===== config.mk =====
export PLATFORM = sky130hd
export DESIGN_NAME = berl_logger
export DESIGN_NICKNAME = d
export VERILOG_FILES = /design/src/include/berl_pkg.sv /design/src/rtl/berl_fifo.sv /design/src/rtl/berl_timebase.sv /design/src/rtl/berl_logger.sv
export VERILOG_INCLUDE_DIRS = /design/src /design/src/include
export SDC_FILE = /design/constraint.sdc
export NUM_CORES = 2
export LEC_CHECK = 0
export ABC_AREA = 1
export ABC_CLOCK_PERIOD_IN_PS = 13900
export BUFFER_PORTS_ARGS = -buffer_cell sky130_fd_sc_hd__buf_2
export CORE_UTILIZATION = 30
export DETAILED_ROUTE_END_ITERATION = 10
export PLACE_DENSITY_LB_ADDON = 0.2
export SYNTH_ARGS = -nofsm -noshare
export SYNTH_HDL_FRONTEND = slang
export SYNTH_HIERARCHICAL = 1
export SYNTH_SLANG_ARGS = --single-unit
export TNS_END_PERCENT = 5

===== constraint.sdc =====
create_clock -name clk -period 13.9 [get_ports clk]
set_input_delay 4.17 -clock clk [delete_from_list [all_inputs] [get_ports clk]]
set_output_delay 4.17 -clock clk [all_outputs]
set_load 0.05 [all_outputs]

===== src/include/berl_params.svh =====
// Constants for the bus-error record logger: record fields and LIN codes.
// Assumes inclusion by its bare name from the package and berl_logger.
`ifndef BERL_PARAMS_SVH
`define BERL_PARAMS_SVH
`define BERL_ARB_ID         29'h0000000
`define BERL_TYPE_CAN_ERR   8'h06
`define BERL_TYPE_LIN_ERR   8'h15
`define BERL_LEN_4          4'h4
`define BERL_LEN_6          4'h6
`define BERL_LEN_7          4'h7
`define BERL_CODE_NO_RESP   16'h8400
`define BERL_CODE_SHORT     16'h8401
`define BERL_CODE_CS_BIT    16'hC008
`define BERL_CODE_CS_FRAME  16'hA008
`define BERL_CODE_RX_FRAME  16'hA010
`define BERL_CODE_ID_FRAME  16'hA020
`define BERL_CODE_ID_PAR    16'hC020
`define BERL_CODE_ID_TMO    16'h9020
`define BERL_CODE_SY_TMO    16'h9040
`define BERL_CODE_SY_BIT    16'hC040
`define BERL_CODE_SY_FRAME  16'hA040
`define BERL_CODE_TX_BIT    16'h4010
`define BERL_ST_ACTIVE      8'h00
`define BERL_ST_PASSIVE     8'h01
`define BERL_ST_BUSOFF      8'h02
`define BERL_FIFO_DEPTH     16
`define BERL_TS_W           32
`endif


===== src/include/berl_pkg.sv =====
// Types shared by the bus-error record logger modules.
// Assumes berl_params.svh is on the include path.
`include "berl_params.svh"
package berl_pkg;
  // Communication state of the CAN controller
  typedef enum logic [1:0] {
    BERL_CAN_ACTIVE,
    BERL_CAN_PASSIVE,
    BERL_CAN_BUSOFF
  } berl_can_state_t;

  // Kind of LIN bus error reported by the LIN engine
  typedef enum logic [3:0] {
    BERL_LIN_NO_RESP,
    BERL_LIN_SHORT_RESP,
    BERL_LIN_CS_BIT,
    BERL_LIN_CS_FRAME,
    BERL_LIN_RX_FRAME,
    BERL_LIN_ID_FRAME,
    BERL_LIN_ID_PARITY,
    BERL_LIN_ID_TIMEOUT,
    BERL_LIN_SYNC_TIMEOUT,
    BERL_LIN_SYNC_BIT,
    BERL_LIN_SYNC_FRAME,
    BERL_LIN_TX_BIT
  } berl_lin_kind_t;

  // CAN error event as reported by the CAN engine
  typedef struct packed {
    berl_can_state_t state;
    logic [7:0]      tx_err_count;
    logic [7:0]      rx_err_count;
    logic [7:0]      err_capture;
  } berl_can_evt_t;

  // LIN error event as reported by the LIN engine
  typedef struct packed {
    berl_lin_kind_t kind;
    logic [2:0]     byte_index;
    logic [7:0]     observed;
    logic [7:0]     expected;
    logic [7:0]     frame_id;
  } berl_lin_evt_t;

  // One queue record
  typedef struct packed {
    logic [`BERL_TS_W-1:0] timestamp;
    logic [28:0]           arb_id;
    logic [7:0]            record_type_field;
    logic [3:0]            record_length_field;
    logic [63:0]           data;
  } berl_rec_t;
endpackage


===== src/rtl/berl_fifo.sv =====
// Synchronous FIFO with valid/ready on both sides.
// Assumes one clock; read data is the head entry, read combinationally from storage.
`timescale 1ns/1ns
`default_nettype none
module berl_fifo #(
  parameter int WIDTH = 8,
  parameter int DEPTH = 16
) (
  // Clock and reset
  input  wire logic             clk,
  input  wire logic             rst,
  // Fill side
  input  wire logic             in_valid,
  output logic                  in_ready,
  input  wire logic [WIDTH-1:0] in_data,
  // Drain side
  output logic                  out_valid,
  input  wire logic             out_ready,
  output logic      [WIDTH-1:0] out_data
);
  localparam int AW = (DEPTH > 1) ? $clog2(DEPTH) : 1;

  initial begin
    if (DEPTH < 2 || (DEPTH & (DEPTH - 1)) != 0)
      $error("berl_fifo: DEPTH must be a power of two, at least 2");
  end

  logic [WIDTH-1:0] mem [DEPTH];
  logic [AW:0]      wr_ptr;
  logic [AW:0]      rd_ptr;
  wire  logic       push;
  wire  logic       pop;
  wire  logic       full;
  wire  logic       empty;

  // Extra pointer bit tells full from empty
  assign full      = (wr_ptr[AW] != rd_ptr[AW]) &&
                     (wr_ptr[AW-1:0] == rd_ptr[AW-1:0]);
  assign empty     = (wr_ptr == rd_ptr);
  assign in_ready  = !full;
  assign out_valid = !empty;
  assign push      = in_valid && !full;
  assign pop       = out_ready && !empty;
  assign out_data  = mem[rd_ptr[AW-1:0]];

  // Storage has no reset; only pointers carry state
  always_ff @(posedge clk) begin
    if (push)
      mem[wr_ptr[AW-1:0]] <= in_data;
  end

  // Pointer update
  always_ff @(posedge clk or posedge rst) begin
    if (rst) begin
      wr_ptr <= '0;
      rd_ptr <= '0;
    end else begin
      if (push)
        wr_ptr <= wr_ptr + 1'b1;
      if (pop)
        rd_ptr <= rd_ptr + 1'b1;
    end
  end
endmodule
`default_nettype wire


===== src/rtl/berl_timebase.sv =====
// Free-running timestamp counter.
// Assumes it counts every clock from reset release.
`timescale 1ns/1ns
`default_nettype none
module berl_timebase #(
  parameter int WIDTH = 32
) (
  // Clock and reset
  input  wire logic             clk,
  input  wire logic             rst,
  // Time value
  output logic      [WIDTH-1:0] now
);
  initial begin
    if (WIDTH < 8)
      $error("berl_timebase: WIDTH too small");
  end

  // Wraps silently; readers compare with modular arithmetic
  always_ff @(posedge clk or posedge rst) begin
    if (rst)
      now <= '0;
    else
      now <= now + 1'b1;
  end
endmodule
`default_nettype wire


===== src/rtl/berl_logger.sv =====
// Bus-error record logger: turns CAN and LIN error events into queue records.
// Assumes engines give one-cycle event pulses and a host drains the queue.
//
// Summary of operation
// - Logging disabled: no bus-error record enters the queue.
// - Logging enabled: one record per bus error; CAN wins a same-cycle tie, and a lost LIN or full-queue event sets dropped.
// - CAN record: timestamp, identifier 0, type 6, length 4.
// - CAN bytes: state, transmit count, receive count, capture register.
// - CAN state byte: active 0, passive 1, bus-off 2.
// - LIN timeouts, bit, framing and checksum errors each log a record.
// - LIN record: timestamp, identifier 0, type 21, length 4 to 7.
// - LIN bytes 0 and 1 carry error code, high byte first.
// - LIN bytes 2 and 3 are reserved; driven as zero.
// - Mismatch errors carry observed byte 4, expected byte 5.
// - Errors after the header carry the frame identifier in byte 6.
// - No response 8400, short response 8401, length 7, identifier.
// - Checksum bit C008 with bytes; checksum framing A008, bytes zero.
// - Data byte n framing A010 plus n, length 7, identifier.
// - Identifier framing A020, parity C020, length 6, with bytes.
// - Identifier timeout 9020, sync timeout 9040, length 4.
// - Sync bit C040 length 6 with bytes; sync framing A040 length 4.
// - Slave readback bit error on byte n: 4010 plus n, length 7.
`timescale 1ns/1ns
`default_nettype none
`include "berl_params.svh"
module berl_logger
  import berl_pkg::*;
#(
  parameter int DEPTH = `BERL_FIFO_DEPTH
) (
  // Clock and reset
  input  wire logic          clk,
  input  wire logic          rst,
  // Configuration
  input  wire logic          log_bus_errors,
  input  wire logic          start,
  // CAN engine
  input  wire logic          can_err,
  input  wire berl_can_evt_t can_evt,
  // LIN engine
  input  wire logic          lin_err,
  input  wire berl_lin_evt_t lin_evt,
  // Receive queue
  output logic               rec_valid,
  input  wire logic          rec_ready,
  output berl_rec_t          rec_data,
  // Status
  output logic               running,
  output logic               dropped
);
  localparam int RW = $bits(berl_rec_t);

  initial begin
    if (DEPTH < 2)
      $error("berl_logger: DEPTH must be at least 2");
  end

  logic                  enabled;
  logic                  stage_valid;
  berl_rec_t             stage;
  logic                  out_v;
  berl_rec_t             out_d;
  wire  logic [`BERL_TS_W-1:0] now;
  wire  logic            fifo_ready;
  wire  logic            fifo_out_valid;
  wire  berl_rec_t       fifo_out_data;
  wire  logic            accept_can;
  wire  logic            accept_lin;
  wire  logic            stage_free;
  wire  berl_rec_t       can_rec;
  wire  berl_rec_t       lin_rec;
  wire  logic            stage_push;
  wire  logic            out_free;

  // Timestamp source shared by both engines
  berl_timebase #(
    .WIDTH (`BERL_TS_W)
  ) u_time (
    .clk (clk),
    .rst (rst),
    .now (now)
  );

  // State byte encoding
  function automatic logic [7:0] can_state_byte(berl_can_state_t s);
    case (s)
      BERL_CAN_ACTIVE:  return `BERL_ST_ACTIVE;
      BERL_CAN_PASSIVE: return `BERL_ST_PASSIVE;
      BERL_CAN_BUSOFF:  return `BERL_ST_BUSOFF;
      default:          return `BERL_ST_BUSOFF;
    endcase
  endfunction

  // Error code per kind; indexed codes add the byte number
  function automatic logic [15:0] lin_code(berl_lin_evt_t e);
    case (e.kind)
      BERL_LIN_NO_RESP:      return `BERL_CODE_NO_RESP;
      BERL_LIN_SHORT_RESP:   return `BERL_CODE_SHORT;
      BERL_LIN_CS_BIT:       return `BERL_CODE_CS_BIT;
      BERL_LIN_CS_FRAME:     return `BERL_CODE_CS_FRAME;
      BERL_LIN_RX_FRAME:     return `BERL_CODE_RX_FRAME +
                                    {13'h0000, e.byte_index};
      BERL_LIN_ID_FRAME:     return `BERL_CODE_ID_FRAME;
      BERL_LIN_ID_PARITY:    return `BERL_CODE_ID_PAR;
      BERL_LIN_ID_TIMEOUT:   return `BERL_CODE_ID_TMO;
      BERL_LIN_SYNC_TIMEOUT: return `BERL_CODE_SY_TMO;
      BERL_LIN_SYNC_BIT:     return `BERL_CODE_SY_BIT;
      BERL_LIN_SYNC_FRAME:   return `BERL_CODE_SY_FRAME;
      BERL_LIN_TX_BIT:       return `BERL_CODE_TX_BIT +
                                    {13'h0000, e.byte_index};
      default:               return `BERL_CODE_NO_RESP;
    endcase
  endfunction

  // Record length per kind
  function automatic logic [3:0] lin_len(berl_lin_kind_t k);
    case (k)
      BERL_LIN_ID_FRAME, BERL_LIN_ID_PARITY,
      BERL_LIN_SYNC_BIT:     return `BERL_LEN_6;
      BERL_LIN_ID_TIMEOUT, BERL_LIN_SYNC_TIMEOUT,
      BERL_LIN_SYNC_FRAME:   return `BERL_LEN_4;
      default:               return `BERL_LEN_7;
    endcase
  endfunction

  // Kinds that carry observed and expected bytes
  function automatic logic lin_has_bytes(berl_lin_kind_t k);
    case (k)
      BERL_LIN_CS_BIT, BERL_LIN_ID_FRAME, BERL_LIN_ID_PARITY,
      BERL_LIN_SYNC_BIT, BERL_LIN_TX_BIT: return 1'b1;
      default:                            return 1'b0;
    endcase
  endfunction

  // Record assembly; unused bytes are zero rather than left floating
  assign can_rec.timestamp           = now;
  assign can_rec.arb_id              = `BERL_ARB_ID;
  assign can_rec.record_type_field   = `BERL_TYPE_CAN_ERR;
  assign can_rec.record_length_field = `BERL_LEN_4;
  assign can_rec.data = {can_state_byte(can_evt.state),
                         can_evt.tx_err_count,
                         can_evt.rx_err_count,
                         can_evt.err_capture,
                         32'h00000000};

  assign lin_rec.timestamp           = now;
  assign lin_rec.arb_id              = `BERL_ARB_ID;
  assign lin_rec.record_type_field   = `BERL_TYPE_LIN_ERR;
  assign lin_rec.record_length_field = lin_len(lin_evt.kind);
  assign lin_rec.data = {lin_code(lin_evt),
                         16'h0000,
                         lin_has_bytes(lin_evt.kind) ?
                           lin_evt.observed : 8'h00,
                         lin_has_bytes(lin_evt.kind) ?
                           lin_evt.expected : 8'h00,
                         (lin_len(lin_evt.kind) == `BERL_LEN_7) ?
                           lin_evt.frame_id : 8'h00,
                         8'h00};

  // Acceptance: CAN first if both fire in one cycle, LIN dropped and flagged
  assign stage_free = !stage_valid || fifo_ready;
  assign accept_can = enabled && can_err;
  assign accept_lin = enabled && lin_err;
  assign stage_push = stage_free && (accept_can || accept_lin);
  assign out_free   = !out_v || rec_ready;

  // Setting is latched at start; later changes do nothing
  always_ff @(posedge clk or posedge rst) begin
    if (rst) begin
      running <= 1'b0;
      enabled <= 1'b0;
    end else if (start && !running) begin
      running <= 1'b1;
      enabled <= log_bus_errors;
    end
  end

  // One-deep staging ahead of the queue keeps detection cycle timing
  always_ff @(posedge clk or posedge rst) begin
    if (rst) begin
      stage_valid <= 1'b0;
      stage       <= '0;
      dropped     <= 1'b0;
    end else begin
      if (stage_push) begin
        stage_valid <= 1'b1;
        stage       <= accept_can ? can_rec : lin_rec;
      end else if (fifo_ready)
        stage_valid <= 1'b0;
      // A queue too full to take a record is flagged, not hidden
      if ((accept_can || accept_lin) && !stage_free)
        dropped <= 1'b1;
      else if (accept_can && accept_lin)
        dropped <= 1'b1;
    end
  end

  berl_fifo #(
    .WIDTH (RW),
    .DEPTH (DEPTH)
  ) u_fifo (
    .clk       (clk),
    .rst       (rst),
    .in_valid  (stage_valid),
    .in_ready  (fifo_ready),
    .in_data   (stage),
    .out_valid (fifo_out_valid),
    .out_ready (out_free),
    .out_data  (fifo_out_data)
  );

  // Output register so queue ports come from flops
  always_ff @(posedge clk or posedge rst) begin
    if (rst) begin
      out_v <= 1'b0;
      out_d <= '0;
    end else if (out_free) begin
      out_v <= fifo_out_valid;
      out_d <= fifo_out_data;
    end
  end

  assign rec_valid = out_v;
  assign rec_data  = out_d;

  // Checks the stage and the output register: nothing staged or offered while logging is off
  property p_disabled_quiet;
    @(posedge clk) disable iff (rst)
      !enabled |-> !stage_valid && !rec_valid;
  endproperty
  a_disabled_quiet: assert property (p_disabled_quiet)
    else $error("record staged while logging disabled");

  property p_can_staged;
    @(posedge clk) disable iff (rst)
      accept_can && stage_free |=> stage_valid &&
        stage.record_type_field == 8'h06 &&
        stage.record_length_field == 4'h4;
  endproperty
  a_can_staged: assert property (p_can_staged)
    else $error("CAN record not staged with type 6 length 4");

  property p_stamp;
    @(posedge clk) disable iff (rst)
      stage_push |=> stage.timestamp == $past(now);
  endproperty
  a_stamp: assert property (p_stamp)
    else $error("timestamp not from detection cycle");

  property p_lin_type;
    @(posedge clk) disable iff (rst)
      accept_lin && !accept_can && stage_free |=>
        stage.record_type_field == 8'h15 && stage.arb_id == 29'h0;
  endproperty
  a_lin_type: assert property (p_lin_type)
    else $error("LIN record type not 21");

  property p_state_enc;
    @(posedge clk) disable iff (rst)
      can_evt.state == BERL_CAN_PASSIVE |-> can_rec.data[63:56] == 8'h01;
  endproperty
  a_state_enc: assert property (p_state_enc)
    else $error("passive state not encoded as 1");

  property p_rxframe_code;
    @(posedge clk) disable iff (rst)
      lin_evt.kind == BERL_LIN_RX_FRAME |->
        lin_rec.data[63:48] == 16'hA010 + lin_evt.byte_index &&
        lin_rec.record_length_field == 4'h7;
  endproperty
  a_rxframe_code: assert property (p_rxframe_code)
    else $error("data framing code wrong");

  property p_sync_tmo;
    @(posedge clk) disable iff (rst)
      lin_evt.kind == BERL_LIN_SYNC_TIMEOUT |->
        lin_rec.data[63:48] == 16'h9040 &&
        lin_rec.record_length_field == 4'h4;
  endproperty
  a_sync_tmo: assert property (p_sync_tmo)
    else $error("sync timeout code wrong");

  property p_cs_frame_zero;
    @(posedge clk) disable iff (rst)
      lin_evt.kind == BERL_LIN_CS_FRAME |->
        lin_rec.data[31:16] == 16'h0000 &&
        lin_rec.data[63:48] == 16'hA008;
  endproperty
  a_cs_frame_zero: assert property (p_cs_frame_zero)
    else $error("checksum framing bytes not zero");

  property p_enable_frozen;
    @(posedge clk) disable iff (rst)
      running |=> $stable(enabled);
  endproperty
  a_enable_frozen: assert property (p_enable_frozen)
    else $error("logging setting changed after start");

  c_can_rec: cover property (@(posedge clk) disable iff (rst)
    accept_can ##[1:20] rec_valid && rec_ready);
  c_lin_rec: cover property (@(posedge clk) disable iff (rst)
    accept_lin ##[1:20] rec_valid && rec_ready);
  c_full: cover property (@(posedge clk) disable iff (rst) !fifo_ready);
endmodule
`default_nettype wire


==> results.md <==
- The design internal power is 15.1 mW.
- The number of DRC violations after detailed routing is 0.
- Setup repair after global routing left no endpoint under its margin.
- From left edge to right edge, the die measures 577 µm.
- The setup TNS is 0 ps.
- The power share of the combinational group is 31.3%.
- Synthesis handed over a netlist of 8527 instances.
- Of the cells placed in the final design, the portion with a size suffix greater than 1 is 9.23%.
- The final setup skew is 60.6 ps.
- The number of hold buffers added after CTS is 0.
- The net total in the final layout is 9388.
- The worst setup path is launched from an input port.
- The clock network latency to the later pin of the worst-skew pair is 890 ps.
- The number of placed instances, taps included, is 13377.
- The most repeated cell in the gate-level netlist after synthesis is sky130_fd_sc_hd__edfxtp_1.
- Broken down by cell family, the worst path's largest delay share belongs to buffers and inverters.
- After the first detailed-routing iteration, the DRC count stood at 4267.
- CTS placed an instance of sky130_fd_sc_hd__clkbuf_16 at the clock tree root.
- The run finished with clean final reports.
- The initialized floorplan defines 210 standard-cell rows.
- For the pin with the worst max-slew slack, the measured transition is 1250 ps.
- On the critical path, the stage with the largest delay is an instance of sky130_fd_sc_hd__buf_4.
- In the synthesized netlist, the cells that appear most often are sky130_fd_sc_hd__edfxtp_1 (2192), sky130_fd_sc_hd__nand2_1 (2146), sky130_fd_sc_hd__nor2_1 (1575), sky130_fd_sc_hd__o21ai_1 (517), sky130_fd_sc_hd__nand3_1 (485).
- The switching share of power is 37.7%.
- The final count of hold timing violations was 0.
- The static leakage is 43.2 nW.
- The most used cell along the critical path is sky130_fd_sc_hd__buf_4.
- The sequential group share of total power is 38.9%.
- In the finished design, the share of the clock period the worst path needs comes to 44.8%.
- In this run, distinct cell masters in the synthesized netlist total 33.
- The worst path required time is 14660 ps.
- The total of cells resized after clock tree synthesis is 0.
- The largest voltage drop on the vdd net is 206 µV.
- The worst reg-to-reg setup slack is 8360 ps.
- The first global-routing pass estimated 417000 µm of wire.
- The via count of the first global-routing pass was 62838.
- The synthesized design contains 2192 enable-type register cells.
- The endpoint identified for the worst register-to-register timing path is u_fifo/mem[2][82].
- Summed over its instances, the top area cell type makes up 66.4% of the synthesized netlist area.
- The initial antenna violation count came to 13.
- The mean instance size in the synthesized netlist is 11.6 µm².
- The number of clock sinks seen by CTS is 2468.
- The number of placed I/O pins is 204.
- The wire-length estimate of the detail-placed layout is 139000 µm.
- In this run the critical register-to-register path is launched from u_fifo/rd_ptr[0].
- The power density over the cells is 209 mW/mm².
- The maximum frequency from static timing analysis is 160 MHz.
- Ranked by total cell area, the synthesized netlist is headed by sky130_fd_sc_hd__edfxtp_1 (66%), sky130_fd_sc_hd__nand2_1 (8.1%), sky130_fd_sc_hd__dfrtp_1 (7.0%).
- STA classifies the critical path endpoint as a flop.
- The final RePlAce weighted congestion is 0.753.
- Walking the worst path, the cells encountered are buf_2 -> inv_1 -> nand2_4 -> buf_4 -> buf_4 -> mux2_2.
- The maximum root-to-sink buffer count is 4.
- The floorplan step set the die height to 577 µm.
- The mean number of vias per cell is 4.53.
- For this run, the slowest stage of the critical path takes 800 ps.
- Compared with the post-synthesis result, the final layout area differs by 16.9%.
- The fill cell total of the finished layout is 32219.
- After detailed routing, the average wire length per cell comes to 20.2 µm.
- The initial core utilization is 30.2%.
- The startpoint identified for the worst hold timing path is running.
- The total net switching power is 9.16 mW.
- The worst slew margin relative to its limit is 16.5%.
- In this run, synthesis produced a sequential element count of 2468.
- Along the worst path, the maximum fanout reaches 56.
- The class of the tightest hold or removal check is flop to flop.
- Post-CTS timing repair inserted 0 buffers for setup.
- After synthesis the cells add up to 0.0992 mm².
- The async set or reset register ratio after synthesis is 11.2%.
- Measured in cells, the most critical reg-to-reg path has a length of 9.
- Of the synthesized area, sequential elements account for 73.3%.
- The largest total area in the synthesized netlist belongs to sky130_fd_sc_hd__edfxtp_1.
- The kind of critical path is input port to flop.
- The number of cells on the worst hold path is 1.
- The count of input and output buffers is 203.
- The path with the worst hold slack has its endpoint at running.
- The number of synthesis warnings is 6.
- For this run, the total global-route usage over all layers was measured as 16.6%.
- The total wire length after detailed routing is 280000 µm.
- For this run, the number of standard cells in the final layout without fillers is 13882.
- The final setup violation count is 0.
- The die covers 0.333 mm².
- TritonCTS built the clock tree.
- Among all flip-flop cells after synthesis, the most frequent one is sky130_fd_sc_hd__edfxtp_1.
- The clock network fraction of total power is 29.8%.
- The combined buffer and inverter count along the critical path is 4.
- In this run the number of H-tree levels came out at 5.
- The pin count of the biggest net entering global routing is 212.
- For this run the aggregate overflow at the end of global routing stands at 0.
- For this block, the via count after detailed routing is 62863.
- The max-slew violation total from the final report came to 0.
- The core footprint is 0.328 mm².
- The critical path arrival is 6990 ps.
- The final critical delay including setup and external delays is 6230 ps.
- The final cell utilization of the core is 35.3%.
- Clock-pin slew was measured on the worst setup and hold paths at 60 ps.
- Clock tree synthesis inserted a total of 285 buffers.
- Across the run, the number of max-cap violations was 0.
- The remaining antenna violation count is 0.
- The pre-antenna-repair detailed-routing pass consisted of 5 iterations.
## sequential cells by signal, indices dropped and copies added, names as in the netlist
name / count
u_fifo/wr_ptr: 5
dropped: 1
u_fifo/mem: 2192
running: 1
rec_valid: 1
enabled: 1
stage: 92
u_time/now: 32
rec_data: 137
stage_valid: 1
u_fifo/rd_ptr: 5
## routing by layer
layer | share of wire (%) | wire [µm] | global-route usage [%] | vias to the layer above
li1 | - | - | - | 30040
met1 | 47 | 131000 | 23.1 | 31167
met2 | 47 | 131000 | 27.5 | 1326
met3 | 4.9 | 13600 | 2.57 | 328
met4 | 1.6 | 4410 | 3.12 | 2
met5 | 0.0050 | 14 | 0 | -
## final cells by class
cell class	count	area, µm²	share of cell area (%)
flip-flops and latches	2468	72700	62.7
multi-input cells	6081	26200	22.6
clock buffers	370	7710	6.65
well taps	4346	5440	4.69
repair buffers	296	1890	1.63
clock inverters	131	1220	1.05
inverters	186	746	0.643
diodes	4	10.0	0.00863
## through the flow
stage	total power, mW	hold WS (ps)	setup slack [ps]	area [µm²]
after floorplan	14.8	462	3310	102000
after global placement	17.3	481	6690	107000
after detailed placement	17.3	481	6660	107000
after CTS	24.7	494	7630	116000
after global routing	25.8	512	7510	116000
final	24.3	496	7670	116000
## power groups by stage
stage / clock [mW] / sequential (mW) / combinational (mW)
after floorplan: 0 / 10.2 / 4.59
after global placement: 0 / 9.60 / 7.68
after detailed placement: 0 / 9.62 / 7.72
after CTS: 7.47 / 9.48 / 7.74
after global routing: 7.74 / 9.55 / 8.49
final: 7.24 / 9.45 / 7.60
## cells by family (layout without fill, tap and decap cells)
| family | Yosys count | in the layout | share of synthesized area (%) |
|---|---|---|---|
| adders and majority gates | 6 | 6 | 0.0757 |
| other | 1 | 692 | 0.00378 |
| DFF | 2468 | 2468 | 73.3 |
| and+or+nand+nor | 4244 | 4244 | 16.9 |
| buffers and inverters | 665 | 983 | 2.99 |
| xor gates and xnor gates | 21 | 21 | 0.193 |
| AOI/OAI and AO/OA | 985 | 985 | 4.98 |
| muxes | 137 | 137 | 1.56 |
## worst max-delay path by stage
stage	start	end	depth (start not counted)
after global placement	rec_ready	rec_data[90]	6
final	rec_ready	rec_data[98]	6
after floorplan	rst	dropped	1
after CTS	rec_ready	rec_data[98]	6
after global routing	rec_ready	rec_data[89]	6
after detailed placement	rec_ready	rec_data[93]	6
## cells in the final DEF, fill, tap and decap left out, drive strengths merged, types with 4 or more instances in the layout
cell,n
buf,296
ha,6
clkinv,139
xor2,15
bufinv,12
o21ai,965
nand3,488
xnor2,6
nand3b,8
diode,4
nor2,1591
conb,688
mux2,137
inv,163
a21oi,16
dfrtp,276
nand2,2155
edfxtp,2192
clkbuf,370
Note: power is estimated with default switching activity, not from simulation.
